$ cat src/hdl/cmdv_pkg.sv
// Constants, types and carriers of the cascadable multiply/divide unit.
// Assumes a single 20 MHz clock and an AHB-Lite master in front of it.
// Notes on behaviour
// - Operands are unsigned binary numbers
// - Multiply adds, shifts right; divide subtracts, shifts left
// - Multiply yields a 16N-bit product
// - Divide 16N by 8N gives quotient, remainder
// - Cascade count N is one to four
// - Each operation takes 8N plus one pulses
// - Three operand registers hold operands, then results
// - Only a control write starts an operation
// - Status register holds an overflow flag
// - Two select lines pick the accessed register
// - Clear resets counters and pulse generator
// - Control bit 6 also clears sequence counters
// - Repeated accesses step most to least significant
// - Counter reset selects the most significant unit
// - Four-unit counter wraps back to first unit
// - Counter steps per access; matching unit responds
// - Prescaler divides shift clock by 2/4/8
// - Divide leaves remainder, quotient; divisor unchanged
// - Multiply adds prior upper half; multiplicand kept
package cmdv_pkg;
    // Byte addresses of the four register slots
    localparam logic [3:0] ADDR_X   = 4'h0;
    localparam logic [3:0] ADDR_Y   = 4'h4;
    localparam logic [3:0] ADDR_Z   = 4'h8;
    localparam logic [3:0] ADDR_CTL = 4'hC;
    // Control word fields
    localparam int CTL_OP_LSB  = 0;
    localparam int CTL_ZRST    = 2;
    localparam int CTL_YRST    = 3;
    localparam int CTL_NUM_LSB = 4;
    localparam int CTL_SEQRST  = 6;
    localparam int CTL_PRESC   = 7;
    // Operation codes in control bits 1:0
    localparam logic [1:0] OP_NONE = 2'h0;
    localparam logic [1:0] OP_MUL  = 2'h1;
    localparam logic [1:0] OP_DIV  = 2'h2;
    // Status word fields
    localparam int STAT_OVF  = 0;
    localparam int STAT_BUSY = 7;
    // Reset values
    localparam logic [7:0]  CTL_RESET  = 8'h00;
    localparam logic [31:0] OPND_RESET = 32'h0000_0000;
    // Widths and pulse budget
    localparam int BYTE_W = 8;
    localparam int SETUP_PULSES = 1;
    // Prescaler terminal counts: no division, divide by 2, 4, 8
    localparam logic [2:0] PRESC_TC_NONE = 3'h0;
    localparam logic [2:0] PRESC_TC_ONE  = 3'h1;
    localparam logic [2:0] PRESC_TC_TWO  = 3'h3;
    localparam logic [2:0] PRESC_TC_MANY = 3'h7;
    // Sequencer states
    typedef enum logic [1:0] {
        CMDV_IDLE = 2'b01,
        CMDV_RUN  = 2'b10
    } cmdv_state_t;
    // Registered AHB address phase
    typedef struct packed {
        logic       valid;
        logic       wr;
        logic       mapped;
        logic [3:0] addr;
    } cmdv_aphase_t;
endpackage

$ cat src/hdl/cmdv_top.sv
// Top of the multiply/divide unit: AHB-Lite slave, operand bytes,
// sequence counter and datapath. Models a cascade of one to four
// byte slices; slice 0 is least significant.
// Assumes single word transfers and a synchronous clear input.
//
// Chosen here: register access over AHB-Lite and the placing of the registers.
`timescale 1ns/1ps
module cmdv_top (
    input  wire logic        mclk_i,
    input  wire logic        rst_n_i,
    input  wire logic        clear_n_i,
    input  wire logic        hsel_i,
    input  wire logic [31:0] haddr_i,
    input  wire logic [1:0]  htrans_i,
    input  wire logic        hwrite_i,
    input  wire logic [2:0]  hsize_i,
    input  wire logic [31:0] hwdata_i,
    input  wire logic        hready_i,
    output logic      [31:0] hrdata_o,
    output logic             hreadyout_o,
    output logic             hresp_o,
    output logic             overflow_n_o
);
    logic [1:0]             rst_sync_q;  // Reset release chain
    logic [31:0]            x_q;         // Divisor / multiplicand
    logic [31:0]            y_q;         // Upper half / remainder
    logic [31:0]            z_q;         // Lower half / quotient
    logic [7:0]             ctl_q;       // Control word
    logic [1:0]             seq_q;       // Sequence counter
    logic                   ovf_n_q;     // Overflow, low active
    cmdv_pkg::cmdv_aphase_t aph_q;       // Pending data phase
    logic [31:0]            hrdata_q;    // Read data
    logic                   hready_q;    // Ready out
    logic                   hresp_q;     // Response
    logic                   gen_busy;    // Operation running
    logic                   gen_pulse;   // Shift pulse
    logic                   gen_first;   // Setup pulse
    logic                   gen_done;    // Last pulse
    logic [31:0]            y_step;      // Datapath next Y
    logic [31:0]            z_step;      // Datapath next Z

    wire rst_n = rst_sync_q[1];
    wire clear = !clear_n_i;

    wire [1:0]  num    = ctl_q[cmdv_pkg::CTL_NUM_LSB +: 2];
    wire [1:0]  op     = ctl_q[cmdv_pkg::CTL_OP_LSB +: 2];
    wire [5:0]  wbits  = 6'((int'(num) + 1) * cmdv_pkg::BYTE_W);
    wire [31:0] mask   = 32'(64'hFFFF_FFFF >> (6'h20 - wbits));
    wire [31:0] msb    = 32'(33'h0_0000_0001 << (wbits - 6'h01));
    wire [31:0] xm     = x_q & mask;
    wire [31:0] ym     = y_q & mask;
    wire [31:0] zm     = z_q & mask;

    // Word selects of the four register slots
    localparam logic [1:0] ADDR_CTL_SEL = cmdv_pkg::ADDR_CTL[3:2];
    localparam logic [1:0] ADDR_X_SEL   = cmdv_pkg::ADDR_X[3:2];
    localparam logic [1:0] ADDR_Y_SEL   = cmdv_pkg::ADDR_Y[3:2];
    localparam logic [1:0] ADDR_Z_SEL   = cmdv_pkg::ADDR_Z[3:2];

    wire        take   = hsel_i && htrans_i[1] && hready_i;
    wire        mapped = (haddr_i[31:4] == 28'h000_0000);
    wire [1:0]  rsel_a = haddr_i[3:2];
    wire [1:0]  rsel_d = aph_q.addr[3:2];
    wire        opnd_a = mapped && (rsel_a != ADDR_CTL_SEL);
    wire        opnd_d = aph_q.mapped && (rsel_d != ADDR_CTL_SEL);

    wire        rd_take  = take && !hwrite_i && !gen_busy;
    wire        wr_data  = aph_q.valid && aph_q.wr && aph_q.mapped && !gen_busy;
    wire        opnd_rd  = rd_take && opnd_a;
    wire        opnd_wr  = wr_data && opnd_d;
    wire        ctl_wr   = wr_data && !opnd_d;
    wire        seq_step = opnd_rd || opnd_wr;
    wire        hit      = (seq_q <= num);
    wire [4:0]  lane     = {seq_q, 3'h0};
    wire [31:0] lane_msk = 32'(32'h0000_00FF << lane);
    wire [31:0] wr_byte  = 32'({24'h00_0000, hwdata_i[7:0]} << lane);
    wire        wr_x     = opnd_wr && hit && (rsel_d == ADDR_X_SEL);
    wire        wr_y     = opnd_wr && hit && (rsel_d == ADDR_Y_SEL);
    wire        wr_z     = opnd_wr && hit && (rsel_d == ADDR_Z_SEL);
    wire [31:0] rd_word  = (rsel_a == ADDR_X_SEL) ? x_q :
                           (rsel_a == ADDR_Y_SEL) ? y_q : z_q;
    wire [7:0]  rd_byte  = 8'(rd_word >> lane);
    wire [7:0]  status   = {gen_busy, 6'h00, !ovf_n_q};
    wire [31:0] rd_data  = !(take && !hwrite_i && mapped) ? 32'h0000_0000 :
                           !opnd_a ? {24'h00_0000, status} :
                           (opnd_rd && hit) ? {24'h00_0000, rd_byte} : 32'h0000_0000;

    // New control word and its effects
    wire [7:0]  ctl_new  = hwdata_i[7:0];
    wire [1:0]  op_new   = ctl_new[cmdv_pkg::CTL_OP_LSB +: 2];
    wire        start    = ctl_wr && ((op_new == cmdv_pkg::OP_MUL) ||
                                      (op_new == cmdv_pkg::OP_DIV));
    wire        y_clr    = ctl_wr && ctl_new[cmdv_pkg::CTL_YRST];
    wire        z_clr    = ctl_wr && ctl_new[cmdv_pkg::CTL_ZRST];
    wire [1:0]  num_new  = ctl_new[cmdv_pkg::CTL_NUM_LSB +: 2];
    wire [31:0] mask_new = 32'(64'hFFFF_FFFF >> (6'h20 - 6'((int'(num_new) + 1) * 8)));
    wire [31:0] y_eff    = y_clr ? 32'h0000_0000 : (y_q & mask_new);
    wire        ovf_new  = y_eff >= (x_q & mask_new);
    wire        dp_step  = gen_pulse && !gen_first;

    // clear or bit 6 resets counter
    wire [1:0]  seq_d = clear ? num :
                        (ctl_wr && ctl_new[cmdv_pkg::CTL_SEQRST]) ? num_new :
                        seq_step ? seq_q - 2'h1 : seq_q;

    // Reset release through two flops
    always_ff @(posedge mclk_i or negedge rst_n_i) begin
        if (!rst_n_i) begin
            rst_sync_q <= 2'h0;
        end else begin
            rst_sync_q <= {rst_sync_q[0], 1'b1};
        end
    end

    // Datapath step
    cmdv_step u_step (
        .op_i   (op),
        .x_i    (xm),
        .y_i    (ym),
        .z_i    (zm),
        .msb_i  (msb),
        .mask_i (mask),
        .y_o    (y_step),
        .z_o    (z_step)
    );

    // Shift pulse generator
    cmdv_shift_gen u_gen (
        .clk_i   (mclk_i),
        .rst_n_i (rst_n),
        .clear_i (clear),
        .start_i (start),
        .presc_i (ctl_q[cmdv_pkg::CTL_PRESC]),
        .num_i   (num),
        .busy_o  (gen_busy),
        .pulse_o (gen_pulse),
        .first_o (gen_first),
        .done_o  (gen_done)
    );

    // Bus slave response
    always_ff @(posedge mclk_i or negedge rst_n) begin
        if (!rst_n) begin
            aph_q    <= '0;
            hrdata_q <= 32'h0000_0000;
            hready_q <= 1'b1;
            hresp_q  <= 1'b0;
        end else begin
            aph_q    <= {take, hwrite_i, mapped, haddr_i[3:0]};
            hrdata_q <= rd_data;
            hready_q <= 1'b1;
            hresp_q  <= 1'b0;
        end
    end

    // Control word and overflow latch
    always_ff @(posedge mclk_i or negedge rst_n) begin
        if (!rst_n) begin
            ctl_q   <= cmdv_pkg::CTL_RESET;
            ovf_n_q <= 1'b1;
        end else if (ctl_wr) begin
            ctl_q   <= ctl_new;
            ovf_n_q <= !ovf_new;
        end else if (clear) begin
            ctl_q[1:0] <= cmdv_pkg::OP_NONE;
        end
    end

    always_ff @(posedge mclk_i or negedge rst_n) begin
        if (!rst_n) begin
            seq_q <= 2'h0;
        end else begin
            seq_q <= seq_d;
        end
    end

    always_ff @(posedge mclk_i or negedge rst_n) begin
        if (!rst_n) begin
            x_q <= cmdv_pkg::OPND_RESET;
            y_q <= cmdv_pkg::OPND_RESET;
            z_q <= cmdv_pkg::OPND_RESET;
        end else begin
            if (wr_x) begin
                x_q <= (x_q & ~lane_msk) | wr_byte;
            end
            if (dp_step) begin
                y_q <= y_step;
            end else if (y_clr) begin
                y_q <= cmdv_pkg::OPND_RESET;
            end else if (wr_y) begin
                y_q <= (y_q & ~lane_msk) | wr_byte;
            end
            if (dp_step) begin
                z_q <= z_step;
            end else if (z_clr) begin
                z_q <= cmdv_pkg::OPND_RESET;
            end else if (wr_z) begin
                z_q <= (z_q & ~lane_msk) | wr_byte;
            end
        end
    end

    assign hrdata_o     = hrdata_q;
    assign hreadyout_o  = hready_q;
    assign hresp_o      = hresp_q;
    assign overflow_n_o = ovf_n_q;

    // Helper: pulses seen and operand snapshot
    logic [5:0]  chk_cnt_q;
    logic [31:0] chk_x_q;
    logic [31:0] chk_y_q;
    logic [31:0] chk_z_q;
    always_ff @(posedge mclk_i or negedge rst_n) begin
        if (!rst_n) begin
            chk_cnt_q <= 6'h00;
            chk_x_q   <= 32'h0000_0000;
            chk_y_q   <= 32'h0000_0000;
            chk_z_q   <= 32'h0000_0000;
        end else begin
            if (start) begin
                chk_cnt_q <= 6'h00;
            end else if (gen_pulse) begin
                chk_cnt_q <= chk_cnt_q + 6'h01;
            end
            if (gen_first) begin
                chk_x_q <= xm;
                chk_y_q <= ym;
                chk_z_q <= zm;
            end
        end
    end
    wire [63:0] res_act = ({32'h0, y_q} << wbits) | {32'h0, z_q};
    wire [63:0] mul_exp = (64'(chk_x_q) * 64'(chk_z_q)) + 64'(chk_y_q);
    wire [63:0] div_lhs = (64'(z_q) * 64'(chk_x_q)) + 64'(y_q);
    wire [63:0] div_rhs = ({32'h0, chk_y_q} << wbits) | {32'h0, chk_z_q};
    wire [5:0]  pls_tot = 6'(int'(wbits) + cmdv_pkg::SETUP_PULSES);
endmodule

$ cat src/hdl/cmdv_step.sv
// One add/shift-right or subtract/shift-left step of the datapath.
// Assumes operands are right aligned and masked to 8N bits.
`timescale 1ns/1ps
module cmdv_step (
    input  wire logic [1:0]  op_i,
    input  wire logic [31:0] x_i,
    input  wire logic [31:0] y_i,
    input  wire logic [31:0] z_i,
    input  wire logic [31:0] msb_i,
    input  wire logic [31:0] mask_i,
    output logic      [31:0] y_o,
    output logic      [31:0] z_o
);
    wire [32:0] mul_sum = {1'b0, y_i} + (z_i[0] ? {1'b0, x_i} : 33'h0_0000_0000);
    wire        z_top   = |(z_i & msb_i);
    wire [32:0] rem     = {y_i, z_top};
    wire        ge      = rem >= {1'b0, x_i};
    wire [32:0] rem_sub = ge ? rem - {1'b0, x_i} : rem;
    wire [31:0] z_shl   = {z_i[30:0], ge};
    wire [31:0] y_mul   = mul_sum[32:1];
    wire [31:0] z_mul   = {1'b0, z_i[31:1]} | (mul_sum[0] ? msb_i : 32'h0000_0000);
    wire [31:0] y_div   = rem_sub[31:0] & mask_i;
    wire [31:0] z_div   = z_shl & mask_i;
    // Select by operation
    assign y_o = (op_i == cmdv_pkg::OP_MUL) ? y_mul :
                 (op_i == cmdv_pkg::OP_DIV) ? y_div : y_i;
    assign z_o = (op_i == cmdv_pkg::OP_MUL) ? z_mul :
                 (op_i == cmdv_pkg::OP_DIV) ? z_div : z_i;
endmodule

$ cat src/hdl/cmdv_shift_gen.sv
// Shift pulse generator: prescaler and 8N+1 pulse sequencer.
// Assumes clear_i synchronous and num_i stable while busy.
`timescale 1ns/1ps
module cmdv_shift_gen (
    input  wire logic       clk_i,
    input  wire logic       rst_n_i,
    input  wire logic       clear_i,
    input  wire logic       start_i,
    input  wire logic       presc_i,
    input  wire logic [1:0] num_i,
    output logic            busy_o,
    output logic            pulse_o,
    output logic            first_o,
    output logic            done_o
);
    cmdv_pkg::cmdv_state_t state_q;   // Sequencer state
    logic [2:0]            div_q;     // Prescaler count
    logic [5:0]            cnt_q;     // Pulses still due
    // Pulses per operation, 8N+1
    wire [5:0] total = 6'((int'(num_i) + 1) * cmdv_pkg::BYTE_W + cmdv_pkg::SETUP_PULSES);
    wire [2:0] div_tc = !presc_i      ? cmdv_pkg::PRESC_TC_NONE :
                        (num_i == 2'h0) ? cmdv_pkg::PRESC_TC_ONE :
                        (num_i == 2'h1) ? cmdv_pkg::PRESC_TC_TWO : cmdv_pkg::PRESC_TC_MANY;
    assign busy_o  = (state_q == cmdv_pkg::CMDV_RUN);
    assign pulse_o = busy_o && (div_q == div_tc);
    assign first_o = pulse_o && (cnt_q == total);
    assign done_o  = pulse_o && (cnt_q == 6'h01);
    // Sequencer and prescaler
    always_ff @(posedge clk_i or negedge rst_n_i) begin
        if (!rst_n_i) begin
            state_q <= cmdv_pkg::CMDV_IDLE;
            div_q   <= 3'h0;
            cnt_q   <= 6'h00;
        end else if (clear_i) begin
            state_q <= cmdv_pkg::CMDV_IDLE;
            div_q   <= 3'h0;
            cnt_q   <= 6'h00;
        end else begin
            unique case (state_q)
                cmdv_pkg::CMDV_IDLE: begin
                    div_q <= 3'h0;
                    if (start_i) begin
                        state_q <= cmdv_pkg::CMDV_RUN;
                        cnt_q   <= total;
                    end
                end
                cmdv_pkg::CMDV_RUN: begin
                    div_q <= pulse_o ? 3'h0 : div_q + 3'h1;
                    if (pulse_o) begin
                        cnt_q <= cnt_q - 6'h01;
                    end
                    if (done_o) begin
                        state_q <= cmdv_pkg::CMDV_IDLE;
                    end
                end
                default: begin
                    state_q <= cmdv_pkg::CMDV_IDLE;
                end
            endcase
        end
    end
endmodule

$ cat config.mk
export PLATFORM = sky130hd
export DESIGN_NAME = cmdv_top
export DESIGN_NICKNAME = d
export VERILOG_FILES = /design/src/hdl/cmdv_pkg.sv /design/src/hdl/cmdv_top.sv /design/src/hdl/cmdv_step.sv /design/src/hdl/cmdv_shift_gen.sv
export SDC_FILE = /design/constraint.sdc
export NUM_CORES = 1
export LEC_CHECK = 0
export BUFFER_PORTS_ARGS = -buffer_cell sky130_fd_sc_hd__buf_2
export CAP_MARGIN = 20
export CORE_UTILIZATION = 40
export CTS_BUF_LIST = sky130_fd_sc_hd__clkbuf_16
export CTS_CLUSTER_SIZE = 14
export DETAILED_ROUTE_END_ITERATION = 12
export SLEW_MARGIN = 0
export SYNTH_ARGS = -nofsm -noshare
export SYNTH_HDL_FRONTEND = slang
export SYNTH_SLANG_ARGS = --single-unit
$ cat constraint.sdc
create_clock -name mclk_i -period 4.1 [get_ports mclk_i]
set_input_delay 0.205 -clock mclk_i [delete_from_list [all_inputs] [get_ports mclk_i]]
set_output_delay 0.205 -clock mclk_i [all_outputs]
set_load 0.01 [all_outputs]
==> results of run 1 <==
power groups by stage:
stage,Clock [mW],Sequential [mW],Combinational (mW)
floorplan,0,1.34,0.338
global placement,0,1.34,0.485
detailed placement,0,1.34,0.490
CTS,1.55,1.31,0.493
global route,1.60,1.31,0.546
finish,1.54,1.31,0.508
critical path, delay by kind of cell, from the launching register on:
family | cells | cell delay, ns
AOI/OAI and AO/OA | 8 | 1.37
xor gates and xnor gates | 2 | 0.34
adders and majority gates | 3 | 0.90
buffers and inverters | 4 | 0.45
DFF | 1 | 0.36
muxes | 1 | 0.14
and+or+nand+nor | 1 | 0.22
through the flow:
step | cells | setup WS, ns | util
after floorplan | 1714 | 0.0782 | -
after global placement | 2150 | 0.166 | 0.430
after detailed placement | 2150 | 0.186 | 0.430
after CTS | 2184 | 0.140 | 0.448
after global routing | 2184 | 0.00925 | 0.449
final | 2185 | 0.215 | 0.449
what timing repair did:
action / CTS / global route
hold buffers: 2 / 0
setup endpoints to repair: 0 / 11
gates resized for setup: 0 / 10
endpoints found under the hold margin: 3 / 0
how the worst min path moves through the flow:
stage                           from       endpoint  slack, ns  cells after the start
after floorplan              rst_n_i  rst_sync_q[0]      -0.09                      0
after global placement       rst_n_i  rst_sync_q[0]      -0.01                      1
after detailed placement     rst_n_i  rst_sync_q[0]     -0.008                      1
after CTS                 haddr_i[8]       aph_q[4]       0.05                      4
after global routing          hsel_i       aph_q[6]       0.08                      2
final                     haddr_i[8]       aph_q[4]       0.05                      4
per-layer routing:
metal	GRT usage	vias up
met5	0	-
met4	0.103	0
met3	0.0438	107
met2	0.435	722
met1	0.384	6704
li1	-	6324
kinds of logic after synthesis:
group,after synthesis
and+or+nand+nor,562
xor gates and xnor gates,57
muxes,80
adders and majority gates,116
AOI/OAI and AO/OA,569
buffers and inverters,173
other,2
DFF,130
cell usage in the layout, fill, tap and decap left out, types with 12 or more instances in the layout:
cell type,n
nand2_1,182
a21oi_1,139
dfrtp_1,127
nor2_1,120
ha_1,114
o21ai_0,95
mux2i_1,66
buf_4,64
and3_1,62
buf_2,53
inv_1,44
and2_1,42
a21o_1,39
a32o_1,39
nand3_1,35
xnor2_1,35
conb_1,27
nor2b_1,26
o22ai_1,24
nor3_1,22
xor2_1,21
a31oi_1,21
a32oi_1,21
a22o_1,19
a22oi_1,19
nand2b_1,18
clkbuf_16,17
a211oi_1,14
o21ai_1,13
a221oi_1,12
registers in the layout (all words and copies together), names as in the netlist, named ones only:
name           cells
u_gen.state_q      2
u_gen.cnt_q        6
aph_q              5
hrdata_o           8
rst_sync_q         2
y_q               30
x_q               32
seq_q              2
z_q               32
ctl_q              5
u_gen.div_q        3
overflow_n_o       1
final cells by class:
cell class / instances / area, µm²
antenna: 1 / 2.50
clock buffer: 17 / 425
clock inverter: 15 / 150
fill: 3319 / 18400
inverter: 43 / 161
multi-input combinational: 1411 / 9690
sequential: 130 / 3260
tap: 448 / 561
timing repair buffer: 120 / 786
==> impl_metrics.tcl, run 1 <==
set metrics [dict create \
    grt_pass1_wl_um 75700 \
    start_kind "flip-flop" \
    power_density_nw_per_um2 223 \
    portBuffers 53 \
    synth_ff_type "dfrtp_1" \
    seqPwrFrac 0.391 \
    synthSimpleGateAreaFrac 0.202 \
    cts_buffer_depth 2 \
    grt_max_degree 73 \
    final_area_um2 15000 \
    reg2regPathDepth 19 \
    dpl_cell_area_um2 14400 \
    r2r_start "ctl_q[4]" \
    core_area_um2 33400 \
    synth_async_sr_flop_share 1.00 \
    critical_path.endpoint "y_q[20]" \
    criticalPathCategory "reg -> reg" \
    start_util 0.406 \
    routed_wirelength_um 49200 \
    avgSynthCellArea_um2 8.05 \
    grtUsageTotal 0.278 \
    slew_viol_final 0 \
    fmax_ghz 0.257 \
    vias 13857 \
    cts_buffers 17 \
    num_io_pins 110 \
    power.clock.fraction 0.458 \
    cts_tree "yes" \
    leakage_nw 6.46 \
    antenna_found_initial 0 \
    cts_setup_buffers 0 \
    cp_max_fo 4 \
    ir_worst_vdd_mv 0.298 \
    routed.top_layer "met4" \
    first_iter_violations 1616 \
    die_w_um 186 \
    firstDrtPassIters 6 \
    cp.required_ns 4.41 \
    cts_sinks 130 \
    timing.hold.ws_ns 0.0546 \
    synthTopCellsByArea "dfrtp_1 24%, ha_1 10%, a21oi_1 5.2%" \
    layout.nets 1914 \
    post-route-drc-count 0 \
    cts_root_buf "clkbuf_16" \
    place_hpwl_um 36800 \
    startpoint "ctl_q[4]" \
    synth-adder-area-share 0.108 \
    p_comb_frac 0.151 \
    dr_wl_met3_um 4700 \
    synthXorXnorAreaFrac 0.0367 \
    vias_per_cell 6.34 \
    worst_pin_slew_ns 1.03 \
    r2r_slack_ns 0.21 \
    syn_inst 1689 \
    yosysSeqAreaShare 0.240 \
    num_rows 67 \
    drive_gt1_frac 0.116 \
    netlist.area_leader.share 0.236 \
    dieHeight_um 186 \
    wire_per_inst_um 22.5 \
    rsz0062_at_grt "no" \
    cp_slowest_stage_delay_ns 0.42 \
    netlist_area_um2 13600 \
    place.gp.congestion 0.967 \
    grt-ovfl-total 0 \
    area_growth_pct 10.6 \
    fin_tns_setup_ns 0 \
    switching_power_mw 0.942 \
    wl_met1_um 20900 \
    ys_ff_latch 130 \
    wl_met2_um 21900 \
    setup_violations 0 \
    max-slew-margin-rel 0.315 \
    intPower_mw 2.42 \
    synth_top_family_by_area "compound AO/OA/AOI/OAI gates" \
    slowest_stage "fa_1" \
    clk_pin_slew_ns 0.06 \
    synthMuxAreaShare 0.0668 \
    arrival_ns 4.19 \
    synth-compound-area-share 0.287 \
    power_mw 3.36 \
    yosysWarnings 0 \
    clock_latency_ns 0.43 \
    grt_pass1_vias 12885 \
    finalHoldViolCount 0 \
    path_cells "inv_2, ha_1, xor2_2, and3_1, a311oi_2, buf_4, ha_1, inv_1, fa_1, a21oi_2, o211ai_1, a211oi_2, buf_4, o21a_1, o21bai_1, a21o_1, xor2_1, mux2i_1, o211ai_1" \
    fin_crit_sh 0.948 \
    synth_commonest_cells "182 x nand2_1, 142 x a21oi_1, 128 x dfrtp_1, 120 x nor2_1, 114 x ha_1" \
    critPathCaptureType "flip-flop" \
    skew_ns 0.0115 \
    p_sw_frac 0.280 \
    yosysMostFrequentCell "nand2_1" \
    die_area_um2 34700 \
    maxCapViolCount 0 \
    r2r-end "y_q[20]" \
    hold_path_class "in -> reg" \
    fin_crit_ns 3.89 \
    synth_cell_types 89 \
    yosysTopAreaCell "dfrtp_1" \
    synth_edf_count 0 \
    outcome "finished clean" \
    antenna_left 0 \
    htreeDepth 4 \
]
(Power assumes the default switching activity.)
==> inputs of run 2 (changes only) <==
--- a/config.mk
+++ b/config.mk
@@ -7,11 +7,14 @@
 export LEC_CHECK = 0
 export BUFFER_PORTS_ARGS = -buffer_cell sky130_fd_sc_hd__buf_2
 export CAP_MARGIN = 20
+export CORE_ASPECT_RATIO = 1.5
 export CORE_UTILIZATION = 40
 export CTS_BUF_LIST = sky130_fd_sc_hd__clkbuf_16
 export CTS_CLUSTER_SIZE = 14
 export DETAILED_ROUTE_END_ITERATION = 12
+export SETUP_SLACK_MARGIN = 0.2
 export SLEW_MARGIN = 0
 export SYNTH_ARGS = -nofsm -noshare
 export SYNTH_HDL_FRONTEND = slang
+export SYNTH_HIERARCHICAL = 1
 export SYNTH_SLANG_ARGS = --single-unit
==> impl_metrics.tcl, run 2 <==
set metrics [dict create \
    outcome "finished with violations" \
    violations "setup timing" \
    grt-ovfl-total 0 \
    worst_slack_ns -0.504 \
    post-route-drc-count 0 \
    cp_max_fo 5 \
    setup_violations 33 \
    netlist.area_leader.share 0.204 \
    cp_slowest_stage_delay_ns 0.37 \
    timing.hold.ws_ns 0.0500 \
    pre_cts_ws_ns -0.496 \
    vias_per_cell 6.02 \
    max-slew-margin-rel 0.276 \
    core_area_um2 38500 \
    synth_ff_type "dfrtp_1" \
    slowest_stage "dfrtp_1" \
    avgSynthCellArea_um2 7.27 \
    ir_worst_vdd_mv 0.314 \
    cts_sinks 130 \
    num_io_pins 110 \
    yosysSeqAreaShare 0.207 \
    netlist_area_um2 15700 \
    portBuffers 53 \
    grt_pass1_wl_um 97200 \
    grtUsageTotal 0.320 \
    cts_buffers 17 \
    firstDrtPassIters 6 \
    rsz0062_at_grt "yes" \
    cts_buffer_depth 2 \
    cts_tree "yes" \
    yosysWarnings 6 \
    layout.nets 2584 \
    utilization 0.498 \
    yosysMostFrequentCell "a21oi_1" \
    fmax_ghz 0.217 \
    grtUsageMet2 0.533 \
    globalRouteMet1Util 0.371 \
    place_hpwl_um 48700 \
    start_kind "flip-flop" \
    htreeDepth 4 \
    critPathCaptureType "flip-flop" \
    reg.largest.list "x_q: 32 flops, y_q: 32 flops, z_q: 32 flops" \
    grt_max_degree 93 \
    die_w_um 164 \
    drive_gt1_frac 0.190 \
    cpMostUsedCell "nand4_1" \
    clock_latency_ns 0.45 \
    maxCapViolCount 0 \
    synth_cell_types 95 \
    fill_cells 3758 \
    die_area_um2 40100 \
    ys_ff_latch 130 \
    yosysTopAreaCell "dfrtp_1" \
    dpl_cell_area_um2 17900 \
    antenna_left 0 \
    leakage_nw 9.25 \
    synth_async_sr_flop_share 1.00 \
    cp.required_ns 4.43 \
    clk_pin_slew_ns 0.06 \
    synth_commonest_cells "314 x a21oi_1, 282 x nand2_1, 135 x o21ai_0, 128 x dfrtp_1, 127 x nor2_1" \
    power_density_nw_per_um2 155 \
    hold_path_class "in -> reg" \
    finalHoldViolCount 0 \
    place.gp.congestion 0.995 \
    skew_ns 0.0116 \
    multi_input_area_um2 12200 \
    layout_common_cells "295 x a21oi_1, 274 x nand2_1, 210 x buf_4" \
    busiest_layer "met2" \
    fin_crit_sh 1.12 \
    criticalPathCategory "reg -> reg" \
    syn_inst 2159 \
    power_mw 2.98 \
    first_iter_violations 1558 \
    regArea_um2 3270 \
    num_rows 88 \
    wire_per_inst_um 21.9 \
    synthTopCellsByArea "dfrtp_1 20%, a21oi_1 10%, ha_1 9.2%" \
    arrival_ns 4.93 \
    layout_commonest_cell "a21oi_1" \
    grt_pass1_vias 16798 \
    met3_usage 0.0382 \
    slew_viol_final 0 \
    routed_wirelength_um 63600 \
    area_growth_pct 22.3 \
    vias 17442 \
    synth_edf_count 0 \
    start_util 0.407 \
    dieHeight_um 245 \
    fin_crit_ns 4.60 \
    final_area_um2 19200 \
    cts_root_buf "clkbuf_16" \
    worst_pin_slew_ns 1.07 \
    antenna_found_initial 1 \
]
## run 2: cell count changes in the layout (fill, tap and decap cells not counted), sizes merged, moves of 35 or more
cell | previous run | this run
a32o | 39 | 4
inv | 45 | 80
and2 | 42 | 119
conb | 27 | 98
a21oi | 144 | 314
nand2 | 187 | 282
buf | 118 | 289
## run 2: final timing paths
path                                      end     startpoint  cells past startpoint  slack [ns]
worst min-delay path                 ctl_q[0]      clear_n_i                      3        0.05
worst min register to register  rst_sync_q[1]  rst_sync_q[0]                      0        0.36
min in group asynchronous       rst_sync_q[1]        rst_n_i                      2        0.07
worst max-delay path                   y_q[8]       ctl_q[5]                     25       -0.50
max in group asynchronous             y_q[11]  rst_sync_q[1]                      1        2.79
worst max register to register         y_q[8]       ctl_q[5]                     25       -0.50
## run 2: worst max-delay path, delay by kind of cell, from the launching register on
family	cells	cell delay, ns
flops	1	0.37
xor+xnor	1	0.15
compound gates	7	1.06
buf+inv	5	0.76
mux	1	0.31
simple gates	9	1.39
fa+ha+maj	2	0.44
## run 2: cell families (layout without fill, tap and decap cells)
kind of cell               count (synthesis)  in the layout  synth area share
and+or+nand+nor                          798            798             0.252
AOI/OAI and AO/OA                        738            738             0.294
buffers and inverters                    252            400            0.0685
DFF                                      130            130             0.207
adders and majority gates                117            117            0.0942
muxes                                     67             67            0.0517
xor gates and xnor gates                  55             55            0.0319
other                                      2             99          0.000478
## run 2: power breakdown
part           switching, mW  internal [mW]  leakage [nW]
clock network          0.631          0.877         0.276
logic                  0.126         0.0477          7.21
registers             0.0145           1.29          1.76
## run 2: repair_timing
action                     4_1_cts  5_1_grt
pin swaps                       72       25
buffers inserted                15        8
setup endpoints to repair       34       33
resized for setup               59       54
hold buffers                     2        0
hold endpoints to repair         3        0
gates cloned                     1        0
## run 2: final cells by class
type | instances | share of cell area
well taps | 495 | 0.0323
diodes | 1 | 0.000130
clock buffers | 17 | 0.0222
inverters | 79 | 0.0155
repair buffers | 291 | 0.117
flip-flops and latches | 130 | 0.170
multi-input cells | 1873 | 0.636
clock inverters | 13 | 0.00652
## run 2: metrics by stage
| step | TNS, ns | cells |
|---|---|---|
| after global placement | -9.29 | 2842 |
| final | -12.56 | 2899 |
| after global routing | -16.80 | 2898 |
| after CTS | -7.15 | 2890 |
| after floorplan | -2.06 | 2255 |
| after detailed placement | -12.64 | 2842 |
## run 2: routing by layer
metal,part of all wire,up-vias
li1,-,8138
met1,0.38,8284
met2,0.47,793
met3,0.062,225
met4,0.087,2
met5,0.00027,-
